[src/rtl/pwcr_defs.svh]
// Offsets, field positions, reset values and widths of the modulator control bank
`ifndef PWCR_DEFS_SVH
`define PWCR_DEFS_SVH
`define PWCR_OFF_TASK_HALT     12'h004
`define PWCR_OFF_TASK_LAUNCH_A 12'h008
`define PWCR_OFF_TASK_LAUNCH_B 12'h00c
`define PWCR_OFF_EVT_STATUS    12'h100
`define PWCR_OFF_SHORTCUT      12'h200
`define PWCR_OFF_INTERRUPT_ENABLE         12'h300
`define PWCR_OFF_INTERRUPT_ENABLE_SET     12'h304
`define PWCR_OFF_INTERRUPT_ENABLE_CLR     12'h308
`define PWCR_OFF_ENABLE        12'h500
`define PWCR_OFF_MODE          12'h504
`define PWCR_OFF_TOP           12'h508
`define PWCR_OFF_PRESCALE      12'h50c
`define PWCR_OFF_DECODER       12'h510
`define PWCR_SHORT_W           5
`define PWCR_EVT_W             7
`define PWCR_EVT_LSB           1
`define PWCR_TOP_W             15
`define PWCR_TOP_RESET         15'h03ff
`define PWCR_TOP_MIN           15'h0003
`define PWCR_PRESCALE_W        3
`define PWCR_DECODER_W         2
`define PWCR_LOAD_TOP_FROM_MEMORY_LOAD     2'h3
`endif

[src/rtl/pwcr_pkg.sv]
// Types shared by the modulator control bank
package pwcr_pkg;
	// Event order matches interrupt bits 1..7
	typedef struct packed {
		logic all_loops_finished_event;
		logic period_finished_event;
		logic seq_b_finished_event;
		logic seq_a_finished_event;
		logic seq_b_launched_event;
		logic seq_a_launched_event;
		logic stopped_event;
	} pwcr_events_t;
	// Task pulses toward the sequence player
	typedef struct packed {
		logic halt;
		logic seq_a_launch;
		logic seq_b_launch;
	} pwcr_tasks_t;
	// Decoder spreading encodings
	typedef enum logic [1:0] {
		PWCR_LOAD_COMMON     = 2'b00,
		PWCR_LOAD_GROUPED    = 2'b01,
		PWCR_LOAD_INDIVIDUAL = 2'b10,
		PWCR_LOAD_TOP_FROM_MEMORY_LOAD   = 2'b11
	} pwcr_load_t;
endpackage

[src/rtl/pwcr_bank.sv]
// APB control bank of a four-channel sequence-driven modulator
`include "pwcr_defs.svh"
module pwcr_bank (
	// Clock and reset
	input  wire logic                  pclk,
	input  wire logic                  presetn,
	// APB slave
	input  wire logic                  psel,
	input  wire logic                  penable,
	input  wire logic                  pwrite,
	input  wire logic [11:0]           paddr,
	input  wire logic [31:0]           pwdata,
	output logic      [31:0]           prdata,
	output logic                       pready,
	output logic                       pslverr,
	// Events from the sequence player, one-cycle pulses
	input  wire pwcr_pkg::pwcr_events_t evt_in,
	// Fetched halfwords from the memory engine
	input  wire logic [63:0]           fetch_words,
	// Tasks and configuration toward the player
	output pwcr_pkg::pwcr_tasks_t      task_out,
	output logic                       module_on,
	output logic                       centre_aligned_counting,
	output logic [14:0]                period_top_value,
	output logic [2:0]                 prescale_sel,
	output logic [63:0]                chan_cmp,
	// Interrupt
	output logic                       irq
);
	// Bank state
	logic [`PWCR_SHORT_W-1:0]    shortcut_ff;   // Shortcut enables
	logic [`PWCR_EVT_W-1:0]      interrupt_enable_ff;      // Shared enable state
	logic [`PWCR_EVT_W-1:0]      status_ff;     // Sticky event flags
	logic                        enable_ff;     // Module enable
	logic                        mode_ff;       // Counter direction
	logic [`PWCR_TOP_W-1:0]      top_ff;        // Software top value
	logic [`PWCR_PRESCALE_W-1:0] prescale_ff;   // Clock divider select
	logic [`PWCR_DECODER_W-1:0]  decoder_ff;    // Load encoding
	pwcr_pkg::pwcr_tasks_t       task_ff;       // Registered task pulses
	logic [31:0]                 prdata_ff;     // Read data
	logic [14:0]                 mem_top;       // Top from memory
	logic                        mem_top_valid; // Top_from_memory_load load active
	logic [`PWCR_EVT_W-1:0]      evt_vec;       // Events as a vector
	logic                        wr_acc;        // Write access phase
	logic                        rd_acc;        // Read access phase
	logic                        addr_ok;       // Address is mapped
	logic                        rd_status;     // Status read clears flags

	// Match one register offset
	function automatic logic hit(input logic [11:0] a, input logic [11:0] off);
		hit = (a == off);
	endfunction

	assign evt_vec = evt_in;

	// Decode of the access phase; zero wait states
	assign wr_acc    = psel & penable & pwrite;
	assign rd_acc    = psel & penable & ~pwrite;
	assign rd_status = rd_acc & hit(paddr, `PWCR_OFF_EVT_STATUS);
	always_comb begin
		addr_ok = hit(paddr, `PWCR_OFF_TASK_HALT) | hit(paddr, `PWCR_OFF_TASK_LAUNCH_A)
			| hit(paddr, `PWCR_OFF_TASK_LAUNCH_B) | hit(paddr, `PWCR_OFF_EVT_STATUS)
			| hit(paddr, `PWCR_OFF_SHORTCUT) | hit(paddr, `PWCR_OFF_INTERRUPT_ENABLE)
			| hit(paddr, `PWCR_OFF_INTERRUPT_ENABLE_SET) | hit(paddr, `PWCR_OFF_INTERRUPT_ENABLE_CLR)
			| hit(paddr, `PWCR_OFF_ENABLE) | hit(paddr, `PWCR_OFF_MODE)
			| hit(paddr, `PWCR_OFF_TOP) | hit(paddr, `PWCR_OFF_PRESCALE)
			| hit(paddr, `PWCR_OFF_DECODER);
	end
	assign pready  = 1'b1;
	// Unmapped addresses answer with an error and have no effect
	assign pslverr = psel & penable & ~addr_ok;

	// Shortcut register
	always_ff @(posedge pclk or negedge presetn) begin
		if (!presetn) begin
			shortcut_ff <= '0;
		end else if (wr_acc && hit(paddr, `PWCR_OFF_SHORTCUT)) begin
			shortcut_ff <= pwdata[`PWCR_SHORT_W-1:0];
		end
	end

	// One enable state behind three views
	always_ff @(posedge pclk or negedge presetn) begin
		if (!presetn) begin
			interrupt_enable_ff <= '0;
		end else if (wr_acc && hit(paddr, `PWCR_OFF_INTERRUPT_ENABLE)) begin
			interrupt_enable_ff <= pwdata[`PWCR_EVT_W:`PWCR_EVT_LSB];
		end else if (wr_acc && hit(paddr, `PWCR_OFF_INTERRUPT_ENABLE_SET)) begin
			interrupt_enable_ff <= interrupt_enable_ff | pwdata[`PWCR_EVT_W:`PWCR_EVT_LSB];
		end else if (wr_acc && hit(paddr, `PWCR_OFF_INTERRUPT_ENABLE_CLR)) begin
			interrupt_enable_ff <= interrupt_enable_ff & ~pwdata[`PWCR_EVT_W:`PWCR_EVT_LSB];
		end
	end

	// Sticky event flags; a new event beats the read that clears
	always_ff @(posedge pclk or negedge presetn) begin
		if (!presetn) begin
			status_ff <= '0;
		end else begin
			status_ff <= (rd_status ? '0 : status_ff) | evt_vec;
		end
	end

	// Module configuration registers
	always_ff @(posedge pclk or negedge presetn) begin
		if (!presetn) begin
			enable_ff   <= 1'b0;
			mode_ff     <= 1'b0;
			top_ff      <= `PWCR_TOP_RESET;
			prescale_ff <= '0;
			decoder_ff  <= '0;
		end else if (wr_acc) begin
			if (hit(paddr, `PWCR_OFF_ENABLE)) begin
				enable_ff <= pwdata[0];
			end
			if (hit(paddr, `PWCR_OFF_MODE)) begin
				mode_ff <= pwdata[0];
			end
			// Values below the floor are held at the floor
			if (hit(paddr, `PWCR_OFF_TOP)) begin
				top_ff <= (pwdata[14:0] < `PWCR_TOP_MIN) ? `PWCR_TOP_MIN : pwdata[14:0];
			end
			if (hit(paddr, `PWCR_OFF_PRESCALE)) begin
				prescale_ff <= pwdata[`PWCR_PRESCALE_W-1:0];
			end
			if (hit(paddr, `PWCR_OFF_DECODER)) begin
				decoder_ff <= pwdata[`PWCR_DECODER_W-1:0];
			end
		end
	end

	// Task pulses: direct writes plus shortcuts from events
	always_ff @(posedge pclk or negedge presetn) begin
		if (!presetn) begin
			task_ff <= '0;
		end else begin
			task_ff.halt <= (wr_acc & hit(paddr, `PWCR_OFF_TASK_HALT) & pwdata[0])
				| (shortcut_ff[0] & evt_in.seq_a_finished_event)
				| (shortcut_ff[1] & evt_in.seq_b_finished_event)
				| (shortcut_ff[4] & evt_in.all_loops_finished_event);
			task_ff.seq_a_launch <= (wr_acc & hit(paddr, `PWCR_OFF_TASK_LAUNCH_A) & pwdata[0])
				| (shortcut_ff[2] & evt_in.all_loops_finished_event);
			task_ff.seq_b_launch <= (wr_acc & hit(paddr, `PWCR_OFF_TASK_LAUNCH_B) & pwdata[0])
				| (shortcut_ff[3] & evt_in.all_loops_finished_event);
		end
	end

	// Read data mux, registered at the end of the setup cycle for the access cycle of the same read
	always_ff @(posedge pclk or negedge presetn) begin
		if (!presetn) begin
			prdata_ff <= '0;
		end else if (psel && !penable && !pwrite) begin
			prdata_ff <= '0;
			if (hit(paddr, `PWCR_OFF_SHORTCUT)) begin
				prdata_ff <= {27'h0000000, shortcut_ff};
			end
			// All three views read the same state
			if (hit(paddr, `PWCR_OFF_INTERRUPT_ENABLE) || hit(paddr, `PWCR_OFF_INTERRUPT_ENABLE_SET)
				|| hit(paddr, `PWCR_OFF_INTERRUPT_ENABLE_CLR)) begin
				prdata_ff <= {24'h000000, interrupt_enable_ff, 1'b0};
			end
			if (hit(paddr, `PWCR_OFF_EVT_STATUS)) begin
				prdata_ff <= {24'h000000, status_ff | evt_vec, 1'b0};
			end
			if (hit(paddr, `PWCR_OFF_ENABLE)) begin
				prdata_ff <= {31'h00000000, enable_ff};
			end
			if (hit(paddr, `PWCR_OFF_MODE)) begin
				prdata_ff <= {31'h00000000, mode_ff};
			end
			if (hit(paddr, `PWCR_OFF_TOP)) begin
				prdata_ff <= {17'h00000, top_ff};
			end
			if (hit(paddr, `PWCR_OFF_PRESCALE)) begin
				prdata_ff <= {29'h00000000, prescale_ff};
			end
			if (hit(paddr, `PWCR_OFF_DECODER)) begin
				prdata_ff <= {30'h00000000, decoder_ff};
			end
		end
	end
	assign prdata = prdata_ff;

	// Decoder spreading
	pwcr_spread u_spread (
		.load_sel      (decoder_ff),
		.halfwords     (fetch_words),
		.chan_cmp      (chan_cmp),
		.mem_top       (mem_top),
		.mem_top_valid (mem_top_valid)
	);

	// Outputs toward the player
	assign task_out                = task_ff;
	assign module_on               = enable_ff;
	assign centre_aligned_counting = mode_ff;
	// Memory top replaces the register in top_from_memory_load load
	assign period_top_value = mem_top_valid ? mem_top : top_ff;
	assign prescale_sel     = prescale_ff;
	assign irq              = |(status_ff & interrupt_enable_ff);
endmodule

[src/rtl/pwcr_spread.sv]
// Spreads fetched halfwords over four channels per decoder load setting
module pwcr_spread (
	// Setting and fetched data
	input  wire logic [1:0]  load_sel,
	input  wire logic [63:0] halfwords,
	// Channel compare values and top from memory
	output logic      [63:0] chan_cmp,
	output logic      [14:0] mem_top,
	output logic             mem_top_valid
);
	// Word k sits at halfwords[16k+:16]
	always_comb begin
		chan_cmp      = '0;
		mem_top       = halfwords[62:48];
		mem_top_valid = 1'b0;
		unique case (pwcr_pkg::pwcr_load_t'(load_sel))
			// One halfword to every channel
			pwcr_pkg::PWCR_LOAD_COMMON: begin
				chan_cmp = {4{halfwords[15:0]}};
			end
			// Channels 0,1 from word 0; 2,3 from word 1
			pwcr_pkg::PWCR_LOAD_GROUPED: begin
				chan_cmp = {{2{halfwords[31:16]}}, {2{halfwords[15:0]}}};
			end
			// One word per channel
			pwcr_pkg::PWCR_LOAD_INDIVIDUAL: begin
				chan_cmp = halfwords;
			end
			// Three channels, fourth word is the counter top
			pwcr_pkg::PWCR_LOAD_TOP_FROM_MEMORY_LOAD: begin
				chan_cmp      = {16'h0000, halfwords[47:0]};
				mem_top_valid = 1'b1;
			end
		endcase
	end
endmodule
[config.mk]
export PLATFORM = sky130hd
export DESIGN_NAME = pwcr_bank
export DESIGN_NICKNAME = d
export VERILOG_FILES = /design/src/rtl/pwcr_pkg.sv /design/src/rtl/pwcr_bank.sv /design/src/rtl/pwcr_spread.sv
export VERILOG_INCLUDE_DIRS = /design/src /design/src/rtl
export SDC_FILE = /design/constraint.sdc
export NUM_CORES = 1
export LEC_CHECK = 0
export BUFFER_PORTS_ARGS = -buffer_cell sky130_fd_sc_hd__buf_2
export CAP_MARGIN = 20
export CORE_UTILIZATION = 48
export CTS_BUF_LIST = sky130_fd_sc_hd__clkbuf_8 sky130_fd_sc_hd__clkbuf_16
export DETAILED_ROUTE_END_ITERATION = 10
export GPL_TIMING_DRIVEN = 0
export MAX_ROUTING_LAYER = met4
export PLACE_DENSITY = 0.87
export SYNTH_ARGS = -nofsm -noshare
export SYNTH_HDL_FRONTEND = slang
export SYNTH_SLANG_ARGS = --single-unit
[constraint.sdc]
create_clock -name pclk -period 4.7 [get_ports pclk]
set_input_delay 0.94 -clock pclk [delete_from_list [all_inputs] [get_ports pclk]]
set_output_delay 0.94 -clock pclk [all_outputs]
set_load 0.1 [all_outputs]
==> results of run 1 <==
[kinds of logic (layout without fill, tap and decap cells)]
family | count (synthesis) | count (layout) | synth area share
AND/OR/NAND/NOR | 149 | 149 | 0.1985
AO/OA/AOI/OAI | 127 | 127 | 0.2114
buffers and inverters | 79 | 301 | 0.1071
flip-flops | 59 | 59 | 0.3651
multiplexers | 42 | 42 | 0.1160
other | 2 | 18 | 0.001842
[final cells by class]
class	instances	area (sq um)
plain buffers	59	361.6
flip-flops and latches	59	1489
fillers	688	2703
inverters	20	75.07
multi-input cells	336	2212
clock inverters	7	75.07
well taps	105	131.4
clock buffers	9	123.9
repair buffers	206	1046
[worst paths after layout]
path	slack (ps)	from	cells after the start	end
max	1040	decoder_ff[0]$_DFFE_PN0P_	6	chan_cmp[57]
min	470	top_ff[6]$_DFFE_PN1P_	2	top_ff[6]$_DFFE_PN1P_
max reg2reg	2960	decoder_ff[1]$_DFFE_PN0P_	4	prdata[1]$_DFFE_PN0P_
min reg2reg	470	top_ff[6]$_DFFE_PN1P_	2	top_ff[6]$_DFFE_PN1P_
max in group asynchronous	3490	presetn	2	top_ff[0]$_DFFE_PN1P_
min in group asynchronous	550	presetn	1	status_ff[3]$_DFF_PN0_
[through the flow]
stage                     area (sq um)  power [mW]  std cells
final                             5514       1.467        801
after floorplan                   4138      0.8863        474
after global placement            5295      0.9973        784
after global routing              5514       1.508        801
after detailed placement          5315       1.002        785
after CTS                         5514       1.466        801
[power groups by stage]
stage	Combinational [mW]	Sequential (mW)	Clock, mW
finish	0.484	0.511	0.471
global route	0.503	0.511	0.495
CTS	0.482	0.511	0.473
detailed placement	0.481	0.520	0
global placement	0.477	0.520	0
floorplan	0.356	0.530	0
[worst reg2reg max path, cell delays in order, from the launching register on]
cell and delay [ps]:
sky130_fd_sc_hd__dfrtp_1 380, sky130_fd_sc_hd__buf_1 530, sky130_fd_sc_hd__clkbuf_1 470, sky130_fd_sc_hd__nand2_1 100
sky130_fd_sc_hd__o211ai_1 180
[synthesized netlist by cell type, drive strengths merged, types with 16 or more instances]
master	instances
nand2	61
dfrtp	49
mux2	42
buf	41
a21oi	39
nor2	24
a211oi	20
inv	19
clkbuf	18
nor2b	18
a22o	17
o21ai	16
[metal layers]
layer  up-vias  GRT usage  part of all wire
li1       2074          -                 -
met3        26    0.06634             0.092
met1      2167     0.4748              0.44
met5         -          -                 0
met4         0    0.09487             0.016
met2       242     0.4668              0.45
==> results, run 1 <==
- The worst setup slack before clock tree synthesis is 1062 ps.
- In this design, the largest share of critical-path delay is due to buffers and inverters.
- The number of nets in the finished design is 811.
- In this run the clock root is driven by a sky130_fd_sc_hd__clkbuf_8.
- The worst-case IR drop observed on VDD is 211.2 uV.
- The maximum net fanout on the critical path is 10.
- At the pin with the least slew margin, the transition time is 754.1 ps.
- Leaving out fill and tap cells, the most frequent cells in the layout are sky130_fd_sc_hd__buf_2 (209), sky130_fd_sc_hd__nand2_1 (61), sky130_fd_sc_hd__dfrtp_1 (49).
- Of the cells placed in the final design, the portion with a size suffix greater than 1 is 0.4598.
- The combined area of all synthesized cells is 4078 sq um.
- The internal portion of the total power is 0.8527 mW.
- The peak per-stage delay on the critical path is 470 ps.
- The number of endpoints with negative hold slack in the final report is 0.
- The total inserted antenna cells is 0.
- Among all stages on the critical path, the largest delay is contributed by sky130_fd_sc_hd__clkbuf_1.
- For this configuration, the core starts out at a cell density of 0.4963.
- At the later pin of the worst-skew pair, clock insertion delay measures 350 ps.
- The critical path goes through clkbuf_1 > clkbuf_1 > clkbuf_1 > a211oi_1 > a21oi_1 > buf_2.
- Of all cell types, the one taking the most synthesized area is sky130_fd_sc_hd__dfrtp_1.
- The tool flagged a number of max-cap violations equal to 0.
- The run finished with clean final reports.
- The global-route wire length before repair is 21.35 mm.
- The total via count after detailed routing is 4,509.
- The share of total power dissipated in combinational logic is 0.330.
- Dividing the detail-routed wire length by the instance count gives 17.64 um.
- No sink is reached through more buffers than the 2 on the longest clock path.
- From bottom edge to top edge, the die measures 94.17 um.
- The number of clock buffers added by TritonCTS is 9.
- The sequential share of power is 0.348.
- In this run, synthesis produced a sequential element count of 59.
- After synthesis, the share of flip-flops with an asynchronous set or reset is 1.000.
- The via count of the first global-routing pass came to 4,114.
- The number of synthesized flops with an enable pin is 0.
- Compared with the post-synthesis result, the final layout area differs by 35.23%.
- Derived from the worst setup path, the maximum achievable clock frequency is 273.5 MHz.
- The remaining antenna violation count is 0.
- The top flip-flop cell by instance count after synthesis is sky130_fd_sc_hd__dfrtp_1.
- The worst hold path belongs to the class flip-flop to flip-flop.
- The total overflow left after global routing is 0.
- The switching power as a share of total power is 0.4186.
- Post-CTS repair changed the size of 0 cells.
- The clock slew at the register clock pins of the worst setup and hold paths is 70 ps.
- Setup repair after global routing left no endpoint under its margin.
- The share of synthesized area in the top cell type comes to 0.3007.
- The analysis attributes to cell leakage a power of 2.815 nW.
- After detailed routing, the number of vias per cell comes to 5.629.
- The overall die area is 8868 sq um.
- The die is 94.17 um wide.
- The tree built by TritonCTS fans out to 59 sinks.
- Synthesis instantiated 55 different standard cells from the library.
- Summed over all layers, the routed wires come to 14.13 mm.
- The placed wire-length estimate is 11.25 mm.
- The average size of a mapped cell is 8.903 sq um.
- The share of the Yosys chip area taken by registers is 0.3651.
- In this run the core area contains 33 standard-cell rows.
- For the final database, setup skew stands at 11.42 ps.
- The number of DRC markers after the initial detailed-route iteration is 307.
- The power per cell area is 266.0 nW/um^2.
- Port buffering added 205 buffers.
- The critical path launch point type is a flip-flop.
- The share of total power dissipated in the clock network is 0.321.
- The net switching power is 0.6139 mW.
- The final worst-path setup slack is 1043 ps.
- STA puts the critical path data required time at 3760 ps.
- The overall track demand over capacity in global routing is 0.3298.
- The number of antenna violations at the first check in global routing is 0.
- The final number of max-transition violations is 0.
- The worst hold slack is 469.1 ps.
- The instance count of the mapped netlist is 458.
- The count of hold buffers inserted by post-cts repair is 0.
- The number of buffers and inverters on the critical path is 4.
- After detailed routing, the number of remaining DRC violations is 0.
- The number of setup violations in the final report is 0.
- Entering global routing, the biggest net connects 41 pins.
- The core region is 8217 sq um.
- The commonest non-fill, non-tap cell in the layout is sky130_fd_sc_hd__buf_2.
- The arrival time reported for the critical path endpoint is 2720 ps.
- Routability-driven placement finished with a final weighted congestion of 0.9392.
- The cell with the most instances on the worst path is sky130_fd_sc_hd__clkbuf_1.
- The number of warnings printed during yosys synthesis is 0.
- Yosys attributes the largest share of cell area to sky130_fd_sc_hd__dfrtp_1 (30%), sky130_fd_sc_hd__mux2_2 (10%), sky130_fd_sc_hd__dfstp_2 (6.4%).
- The worst max-slew margin expressed relative to the limit is 0.4960.
- For the finished layout, the period the worst path requires is 3657 ps.
- The final setup TNS is 0 ps.
- For this design the top-level I/O count stands at 242.
- The utilization of the core after routing is 0.6711.
- In this run the number of H-tree levels came out at 3.
- The category of the critical setup timing path is flip-flop to output port.
- In the finished design, the share of the clock period the worst path needs comes to 0.7780.
- TritonCTS built the clock tree.
- The number of buffers added for setup after CTS is 0.
- The endpoint class of the critical path is an output port.
- The first-pass iteration count of the detailed router is 5.
(Power assumes the default switching activity.)
==> inputs of run 2 (changes only) <==
ABC_AREA = 1   (was unset)
CORE_UTILIZATION = 40   (was 48)
PLACE_DENSITY = 0.78   (was 0.87)
clock period = 3.35 ns   (was 4.7 ns; I/O delays follow)
==> run 2 against run 1 <==
Net effect: sequential share of layout area up 0.086 points; routed wire length down 0.96%; largest power group unchanged; non-clock buffer count down 9.
==> results, run 2 <==
- The top flip-flop cell by instance count after synthesis is sky130_fd_sc_hd__dfrtp_1.
- The placed wire-length estimate is 11.58 mm (+3.0%).
- Walking the worst path, the cells encountered are nor2_1 > clkbuf_1 > nand2_1 > o21ai_0 > inv_1 > o21ai_0 > buf_2.
- The count of clock tree sinks was 59 (unchanged).
- In the layout the commonest cells are sky130_fd_sc_hd__buf_2 (208), sky130_fd_sc_hd__nand2_1 (176), sky130_fd_sc_hd__inv_1 (88).
- The length in cells of the worst reg-to-reg path is 3 (-1).
- The static leakage power came to 3.178 nW (+13%).
- The total via count after detailed routing is 4,675 (+3.7%).
- The worst setup slack before clock tree synthesis is 524.6 ps (-537.3 ps).
- The total number of placement rows is 36 (+9.1%).
- The clock latency reported for the late side of the worst-skew pair came to 340 ps (about the same).
- The sum of internal, switching and leakage power is 1.950 mW (+33%).
- The peak supply drop was 223.8 uV (+6.0%).
- The slew at the pin closest to its max-slew limit came to 681.5 ps (-72.61 ps).
- The arrival time reported for the critical path endpoint came to 2520 ps (-200 ps).
- The tightest min-delay check is of the input port to asynchronous set/reset pin type.
- The endpoint class of the critical path is an output port.
- The number of CTS-inserted buffers is 9 (unchanged).
- The library cell used most frequently in the layout, excluding fill and tap cells, is sky130_fd_sc_hd__buf_2.
- The area share of the leading cell type in the synthesized netlist is 0.3037 (+0.002982).
- The most frequent cell after synthesis is sky130_fd_sc_hd__nand2_1.
- The count of hold buffers inserted by post-cts repair is 0 (unchanged).
- In this run the worst setup path begins at decoder_ff[0]$_DFFE_PN0P_.
- The remaining antenna violation count is 0 (unchanged).
- The combined area of all synthesized cells is 4038 sq um (-0.98%).
- Yosys attributes the largest share of cell area to sky130_fd_sc_hd__dfrtp_1 (30%), sky130_fd_sc_hd__nand2_1 (16%), sky130_fd_sc_hd__o21ai_0 (9.5%).
- The slowest stage of the critical path belongs to the cell sky130_fd_sc_hd__buf_2.
- The worst setup path is of the flip-flop to output port kind.
- The worst endpoint required time was 2680 ps (-1080 ps).
- The final number of max-transition violations came to 0 (unchanged).
- The critical path launch point type is a flip-flop.
- The number of antenna violations at the first check in global routing came to 1 (+1).
- The part of the Yosys area used for sequential elements is 0.3688 (+0.003621).
- Of all cell types, the one taking the most synthesized area is sky130_fd_sc_hd__dfrtp_1.
- The register-to-register setup slack is 2240 ps (-720 ps).
- The wire length after detailed routing came to 13.99 mm (-0.96%).
- The vias per cell is 4.895 (-13%).
- The overall die area is 10,500 sq um (+18%).
- The pin count of the biggest net entering global routing is 31 (-24%).
- The number of DRC markers after the initial detailed-route iteration is 244 (-21%).
- The worst max-slew margin expressed relative to the limit was 0.5457 (+0.04972).
- The I/O pin count is 242 (unchanged).
- The cell area after placement is 5315 sq um (unchanged).
- The cell with the most instances on the worst path is sky130_fd_sc_hd__o21ai_0.
- The clock slew at the register clock pins of the worst setup and hold paths is 70 ps (about the same).
- The count of port buffers added during placement is 206 (+0.49%).
- The number of setup violations in the final report was 0 (unchanged).
- The H-tree depth reported by CTS is 3 (unchanged).
- The total of cells resized after clock tree synthesis is 0 (unchanged).
- The fraction of final layout cells sized beyond drive strength 1 was 0.3581 (-0.1017).
- TritonCTS built the clock tree.
- The number of maximum-capacitance violations is 0 (unchanged).
- The number of warnings printed during yosys synthesis is 0 (unchanged).
- The peak per-stage delay on the critical path is 480 ps (about the same).
- The minimum period implied by the final worst setup slack is 3193 ps.
- The average routed wire per standard cell is 14.65 um (-17%).
- In this run the worst setup path terminates at chan_cmp[48].
- The instance count of the mapped netlist is 582 (+27%).
- The horizontal die dimension was 102.5 um (+8.8%).
- The total core area is 9774 sq um (+19%).
- The number of buffers added for setup after CTS was 0 (unchanged).
- The category of cells accounting for the largest share of critical-path delay is buffers and inverters.
- The fraction of synthesis flops using an asynchronous set or reset pin is 1.000 (unchanged).
- The number of remaining DRC errors is 0 (unchanged).
- The buffer depth of the longest clock path is 2 (unchanged).
- In the synthesized netlist, the cells that appear most often are sky130_fd_sc_hd__nand2_1 (176), sky130_fd_sc_hd__inv_1 (88), sky130_fd_sc_hd__o21ai_0 (77).
- The count of different cell masters after synthesis is 38 (-31%).
- The number of storage elements in the synthesis netlist is 59 (unchanged).
- Based on the critical path, the design can be clocked at up to 313.2 MHz.
- The area growth from synthesis to layout is 36.13%.
- The maximum net fanout on the critical path is 10 (unchanged).
- In this run the critical register-to-register path is captured at decoder_ff[1]$_DFFE_PN0P_.
- The global-route congestion overflow total is 0 (unchanged).
- In the finished design, the share of the clock period the worst path needs comes to 0.9532.
- The number of synthesized flops with an enable pin is 0 (unchanged).
- The clock root buffer is sky130_fd_sc_hd__clkbuf_8.
- Setup repair after global routing left no endpoint under its margin.
- The height of the die was 102.5 um (+8.8%).
- The number of endpoints with negative hold slack in the final report came to 0 (unchanged).
- The placer's final routability congestion estimate came to 0.9531 (+1.5%).
- The average size of a mapped cell is 6.937 sq um (-22%).
- The global-route wire length before repair is 21.09 mm (-1.2%).
- The largest clock skew in the final design is 10.22 ps (-1.206 ps).
- The overall track demand over capacity in global routing is 0.2772 (-0.05262).
- The power per cell area came to 354.8 nW/um^2 (+33%).
- The number of nets in the finished design is 936 (+15%).
- The final instance area is 5497 sq um (-0.32%).
- The via count of the first global-routing pass came to 4,222 (+2.6%).
- In this run the critical register-to-register path is launched from decoder_ff[1]$_DFFE_PN0P_.
- The final worst-path setup slack is 156.6 ps (-886.6 ps).
- The starting density of the core is 0.4131 (-0.08319).
- The instance count on the critical path is 7 (+1).
- The number of buffers and inverters on the critical path is 3 (-1).
- The run finished with clean final reports.
- The first-pass iteration count of the detailed router is 5 (unchanged).
- The worst hold slack is 360.1 ps (-109.0 ps).
- The fill cell total of the finished layout is 977 (+42%).
==> run 2: changes by cell type in the layout (fill, tap and decap cells not counted), sizes merged, moves of 5 or more <==
cell / previous run / this run
nand3: 4 / 19
a22o: 17 / 12
a211oi: 20 / 0
mux2: 42 / 1
nor2b: 18 / 0
nand2: 61 / 178
a21o: 8 / 0
o21ai: 16 / 86
nor4: 9 / 4
a21oi: 39 / 10
nor3: 6 / 11
nor2: 24 / 37
inv: 21 / 89
==> run 2: power by group <==
| part | switching, mW | internal [mW] | leakage [nW] |
|---|---|---|---|
| sequential | 0.000649 | 0.714 | 0.731 |
| combinational | 0.527 | 0.126 | 2.35 |
| clock | 0.281 | 0.303 | 0.0949 |
==> run 2: per-stage QoR <==
step / cells / TNS (ps) / utilization
finish: 955 / 0 / 0.5623
global placement: 937 / 0 / 0.5417
detailed placement: 938 / 0 / 0.5438
floorplan: 598 / -3886 / -
global route: 955 / 0 / 0.5623
CTS: 954 / 0 / 0.5621
==> run 2: cell families after synthesis <==
| group | synth area share |
|---|---|
| and+or+nand+nor | 0.2718 |
| buffers and inverters | 0.1624 |
| other | 0.001860 |
| DFF | 0.3688 |
| muxes | 0.003718 |
| AOI/OAI and AO/OA | 0.1915 |
==> run 2: worst min-delay path by stage <==
stage / startpoint / endpoint / slack, ps / depth (start not counted)
2_1_floorplan: presetn / asynchronous set/reset pin / 370 / 0
3_3_place_gp: prdata[0]$_DFFE_PN0P_ / prdata[0]$_DFFE_PN0P_ / 460 / 2
3_5_place_dp: prdata[9]$_DFFE_PN0P_ / prdata[9]$_DFFE_PN0P_ / 470 / 2
4_1_cts: presetn / module_on$_DFFE_PN0P_ / 370 / 1
5_1_grt: presetn / prescale_sel[1]$_DFFE_PN0P_ / 410 / 1
6_report: presetn / module_on$_DFFE_PN0P_ / 360 / 1
==> run 2: final cells by class <==
type                    count  area (sq um)  share of cell area
multi-input cells         401          1953              0.3553
clock buffers              11         151.4             0.02754
well taps                 133         166.4             0.03028
plain buffers              49         321.6             0.05850
diodes                      1         2.502           0.0004553
inverters                  89         334.1             0.06078
flip-flops and latches     59          1489              0.2709
clock inverters             5         27.53            0.005008
repair buffers            207          1051              0.1912
==> run 2: worst reg2reg max path, cell delays in order, from the launching register on <==
cell and delay, ps:
sky130_fd_sc_hd__dfrtp_1 440, sky130_fd_sc_hd__clkbuf_1 430, sky130_fd_sc_hd__nand2_1 90, sky130_fd_sc_hd__o21ai_0 80
==> run 2: routing by layer <==
layer,routed length [um],track usage
met1,5335,0.3060
met2,7077,0.4672
met3,1011,0.06088
met4,566,0.1440
met5,0,-
==> inputs of run 3 (changes only) <==
--- a/config.mk
+++ b/config.mk
@@ -10,10 +10,10 @@
 export BUFFER_PORTS_ARGS = -buffer_cell sky130_fd_sc_hd__buf_2
 export CAP_MARGIN = 20
-export CORE_UTILIZATION = 40
-export CTS_BUF_LIST = sky130_fd_sc_hd__clkbuf_8 sky130_fd_sc_hd__clkbuf_16
+export CORE_UTILIZATION = 41
+export CTS_BUF_LIST = sky130_fd_sc_hd__clkbuf_8
 export DETAILED_ROUTE_END_ITERATION = 10
 export GPL_TIMING_DRIVEN = 0
 export MAX_ROUTING_LAYER = met4
-export PLACE_DENSITY = 0.78
+export PLACE_DENSITY = 0.79
 export SYNTH_ARGS = -nofsm -noshare
 export SYNTH_HDL_FRONTEND = slang
==> constraint.sdc (replaced) <==
create_clock -name pclk -period 3.35 [get_ports pclk]
set_input_delay 0.335 -clock pclk [delete_from_list [all_inputs] [get_ports pclk]]
set_output_delay 0.335 -clock pclk [all_outputs]
set_load 0.1 [all_outputs]
==> run 3 against run 2 <==
Net effect: total power rose by 8.0%; critical path depth is 1 lower; clock power increased by 27%; count of clock-buffer cells in the layout is the same; die area shrank 2.4%; final cell count decreased by 0.31%; sequential share of layout area fell by 0.26 points; sequential cell count unchanged; setup slack improved by 390 ps; routed wire length up 3.8%; maximum frequency increased by 14%; highest routed layer unchanged.
==> results, run 3 (synthesized netlist as in run 2, its figures left out) <==
- The fill cell total of the finished layout came to 941 (-3.7%).
- The worst hold-check path type is input port to flip-flop.
- The first-pass iteration count of the detailed router came to 4 (-1).
- The total number of placement rows came to 35 (-2.8%).
- The endpoint class of the critical path is an output port.
- The cell sitting at the root of the clock tree is a sky130_fd_sc_hd__clkbuf_8.
- The placer's final routability congestion estimate is 0.9667 (+1.4%).
- The average routed wire per standard cell is 15.26 um (+4.1%).
- The number of buffers added for setup after CTS is 0 (unchanged).
- On the critical path the largest part of the delay comes from buffers and inverters.
- The placed instance count is 934 (-0.43%).
- TritonCTS built the clock tree.
- The cell-internal power was 1.296 mW (+13%).
- The register-to-register setup slack is 2100 ps (-140 ps).
- The critical path launch point type is a flip-flop.
- The largest clock skew in the final design is 6.938 ps (-3.278 ps).
- The final number of max-transition violations is 0 (unchanged).
- The utilization of the core after routing is 0.5921 (+0.02978).
- The pin count of the biggest net entering global routing is 41 (+32%).
- Compared with the post-synthesis result, the final layout area differs by 37.43%.
- The number of nets in the finished design came to 937 (+0.11%).
- The power per cell area is 379.5 nW/um^2 (+7.0%).
- The fraction of final layout cells sized beyond drive strength 1 is 0.3577 (-0.0004356).
- The remaining antenna violation count is 0 (unchanged).
- The total core area is 9371 sq um (-4.1%).
- The count of port buffers added during placement is 206 (unchanged).
- The peak supply drop is 255.1 uV (+14%).
- The flow ran to the end, and the final reports show no timing, DRC or antenna violations.
- The combinational group share of total power is 0.310 (-0.024).
- The I/O pin count came to 242 (unchanged).
- The total via count after detailed routing is 4,694 (+0.41%).
- The count of hold buffers inserted by post-cts repair is 1 (+1).
- The clock slew at the register clock pins of the worst setup and hold paths is 70 ps (about the same).
- The count of clock tree sinks is 59 (unchanged).
- The maximum net fanout on the critical path is 10 (unchanged).
- The vias per cell came to 4.931 (+0.72%).
- The placed wire-length estimate is 12.13 mm (+4.7%).
- The clock group share of total power is 0.351 (+0.052).
- The signal on the critical path passes through nor2_1 > clkbuf_1 > a22o_1 > inv_1 > o21ai_0 > buf_2.
- In the layout the commonest cells are sky130_fd_sc_hd__buf_2 (208), sky130_fd_sc_hd__nand2_1 (176), sky130_fd_sc_hd__inv_1 (88).
- The H-tree depth reported by CTS is 3 (unchanged).
- The switching power as a share of total power was 0.3848 (-0.02936).
- The final setup TNS came to 0 ps (unchanged).
- The minimum period implied by the final worst setup slack is 2803 ps (-390.1 ps).
- The height of the die was 101.2 um (-1.2%).
- The static leakage power is 3.207 nW (+0.92%).
- The slowest stage of the critical path belongs to the cell sky130_fd_sc_hd__dfrtp_1.
- The net switching power is 0.8104 mW (+0.33%).
- The number of DRC markers after the initial detailed-route iteration came to 309 (+27%).
- The worst max-slew margin expressed relative to the limit is 0.5870 (+0.04136).
- The global-route congestion overflow total was 0 (unchanged).
- The number of CTS-inserted buffers was 9 (unchanged).
- The post-layout instance count excluding filler cells came to 952 (-0.31%).
- The via count of the first global-routing pass is 4,365 (+3.4%).
- The total of cells resized after clock tree synthesis is 0 (unchanged).
- The number of remaining DRC errors came to 0 (unchanged).
- The category of the critical setup timing path is flip-flop to output port.
- The sequential share of power came to 0.339 (-0.027).
- The worst endpoint required time is 3010 ps (+330 ps).
- The starting density of the core is 0.4308 (+0.01776).
- The highest achievable clock rate is 356.7 MHz (+14%).
- The period utilization is 0.8368 (-0.1165).
- The overall track demand over capacity in global routing came to 0.2941 (+0.01699).
- The clock latency reported for the late side of the worst-skew pair is 340 ps (about the same).
- The number of maximum-capacitance violations is 0 (unchanged).
- The buffer depth of the longest clock path is 2 (unchanged).
- The wire length after detailed routing came to 14.52 mm (+3.8%).
- The arrival time reported for the critical path endpoint is 2470 ps (-50 ps).
- The number of buffers and inverters on the critical path is 3 (unchanged).
- The number of setup violations in the final report was 0 (unchanged).
- The horizontal die dimension is 101.2 um (-1.2%).
- The commonest non-fill, non-tap cell in the layout is sky130_fd_sc_hd__buf_2.
- Setup repair after global routing left no endpoint under its margin.
- The peak per-stage delay on the critical path is 460 ps (-20 ps).
- The number of antenna violations at the first check in global routing is 1 (unchanged).
- The number of endpoints with negative hold slack in the final report came to 0 (unchanged).
- The overall die area came to 10,250 sq um (-2.4%).
- The slew at the pin closest to its max-slew limit was 619.5 ps (-62.03 ps).
- The global-route wire length before repair was 22.02 mm (+4.4%).
-- run 3: cell types whose count changed in the layout (fill, tap and decap cells not counted) --
cell                            delta
sky130_fd_sc_hd__o21ai_1          -16
sky130_fd_sc_hd__clkinv_2          -1
sky130_fd_sc_hd__o21ai_0          +16
sky130_fd_sc_hd__bufinv_16         +2
sky130_fd_sc_hd__dlygate4sd3_1     +1
sky130_fd_sc_hd__clkinvlp_4        -1
-- run 3: layout make-up --
class / count / area [sq um] / share of cell area
Sequential cell: 59 / 1489 / 0.2683
Tap cell: 129 / 161.4 / 0.02909
Clock buffer: 11 / 151.4 / 0.02728
Buffer: 49 / 321.6 / 0.05795
Antenna cell: 1 / 2.502 / 0.0004510
Clock inverter: 5 / 75.07 / 0.01353
Multi-Input combinational cell: 401 / 1953 / 0.3520
Timing Repair Buffer: 208 / 1061 / 0.1912
Inverter: 89 / 334.1 / 0.06020
-- run 3: final timing paths --
| path | depth (start not counted) | to | from |
|---|---|---|---|
| max | 6 | chan_cmp[52] | decoder_ff[0]$_DFFE_PN0P_ |
| min | 2 | status_ff[5]$_DFF_PN0_ | evt_in[5] |
| max reg2reg | 3 | decoder_ff[1]$_DFFE_PN0P_ | decoder_ff[1]$_DFFE_PN0P_ |
| min reg2reg | 2 | prdata[2]$_DFFE_PN0P_ | prdata[2]$_DFFE_PN0P_ |
| max in group asynchronous | 3 | top_ff[6]$_DFFE_PN1P_ | presetn |
| min in group asynchronous | 2 | module_on$_DFFE_PN0P_ | presetn |
-- run 3: routing by layer --
layer / track usage / up-vias / part of all wire
li1: - / 2291 / -
met1: 0.3220 / 2138 / 0.38
met2: 0.5207 / 232 / 0.51
met3: 0.06073 / 33 / 0.074
met4: 0.1171 / 0 / 0.029
met5: - / - / 0
-- run 3: power groups by stage --
stage	Clock (mW)	Combinational, mW	Sequential, mW
5_1_grt	0.777	0.682	0.714
3_5_place_dp	0	0.649	0.727
6_report	0.739	0.652	0.715
3_3_place_gp	0	0.645	0.727
4_1_cts	0.744	0.651	0.715
2_1_floorplan	0	0.496	0.729
-- run 3: through the flow --
stage | hold WS [ps] | area, sq um | power (mW) | setup slack (ps)
6_report | 224.9 | 5549 | 2.106 | 546.8
5_1_grt | 224.4 | 5549 | 2.173 | 339.9
4_1_cts | 213.9 | 5547 | 2.109 | 510.1
3_5_place_dp | 325.4 | 5310 | 1.377 | 881.4
3_3_place_gp | 462.9 | 5290 | 1.372 | 907.6
2_1_floorplan | 39.41 | 4098 | 1.225 | -6.728
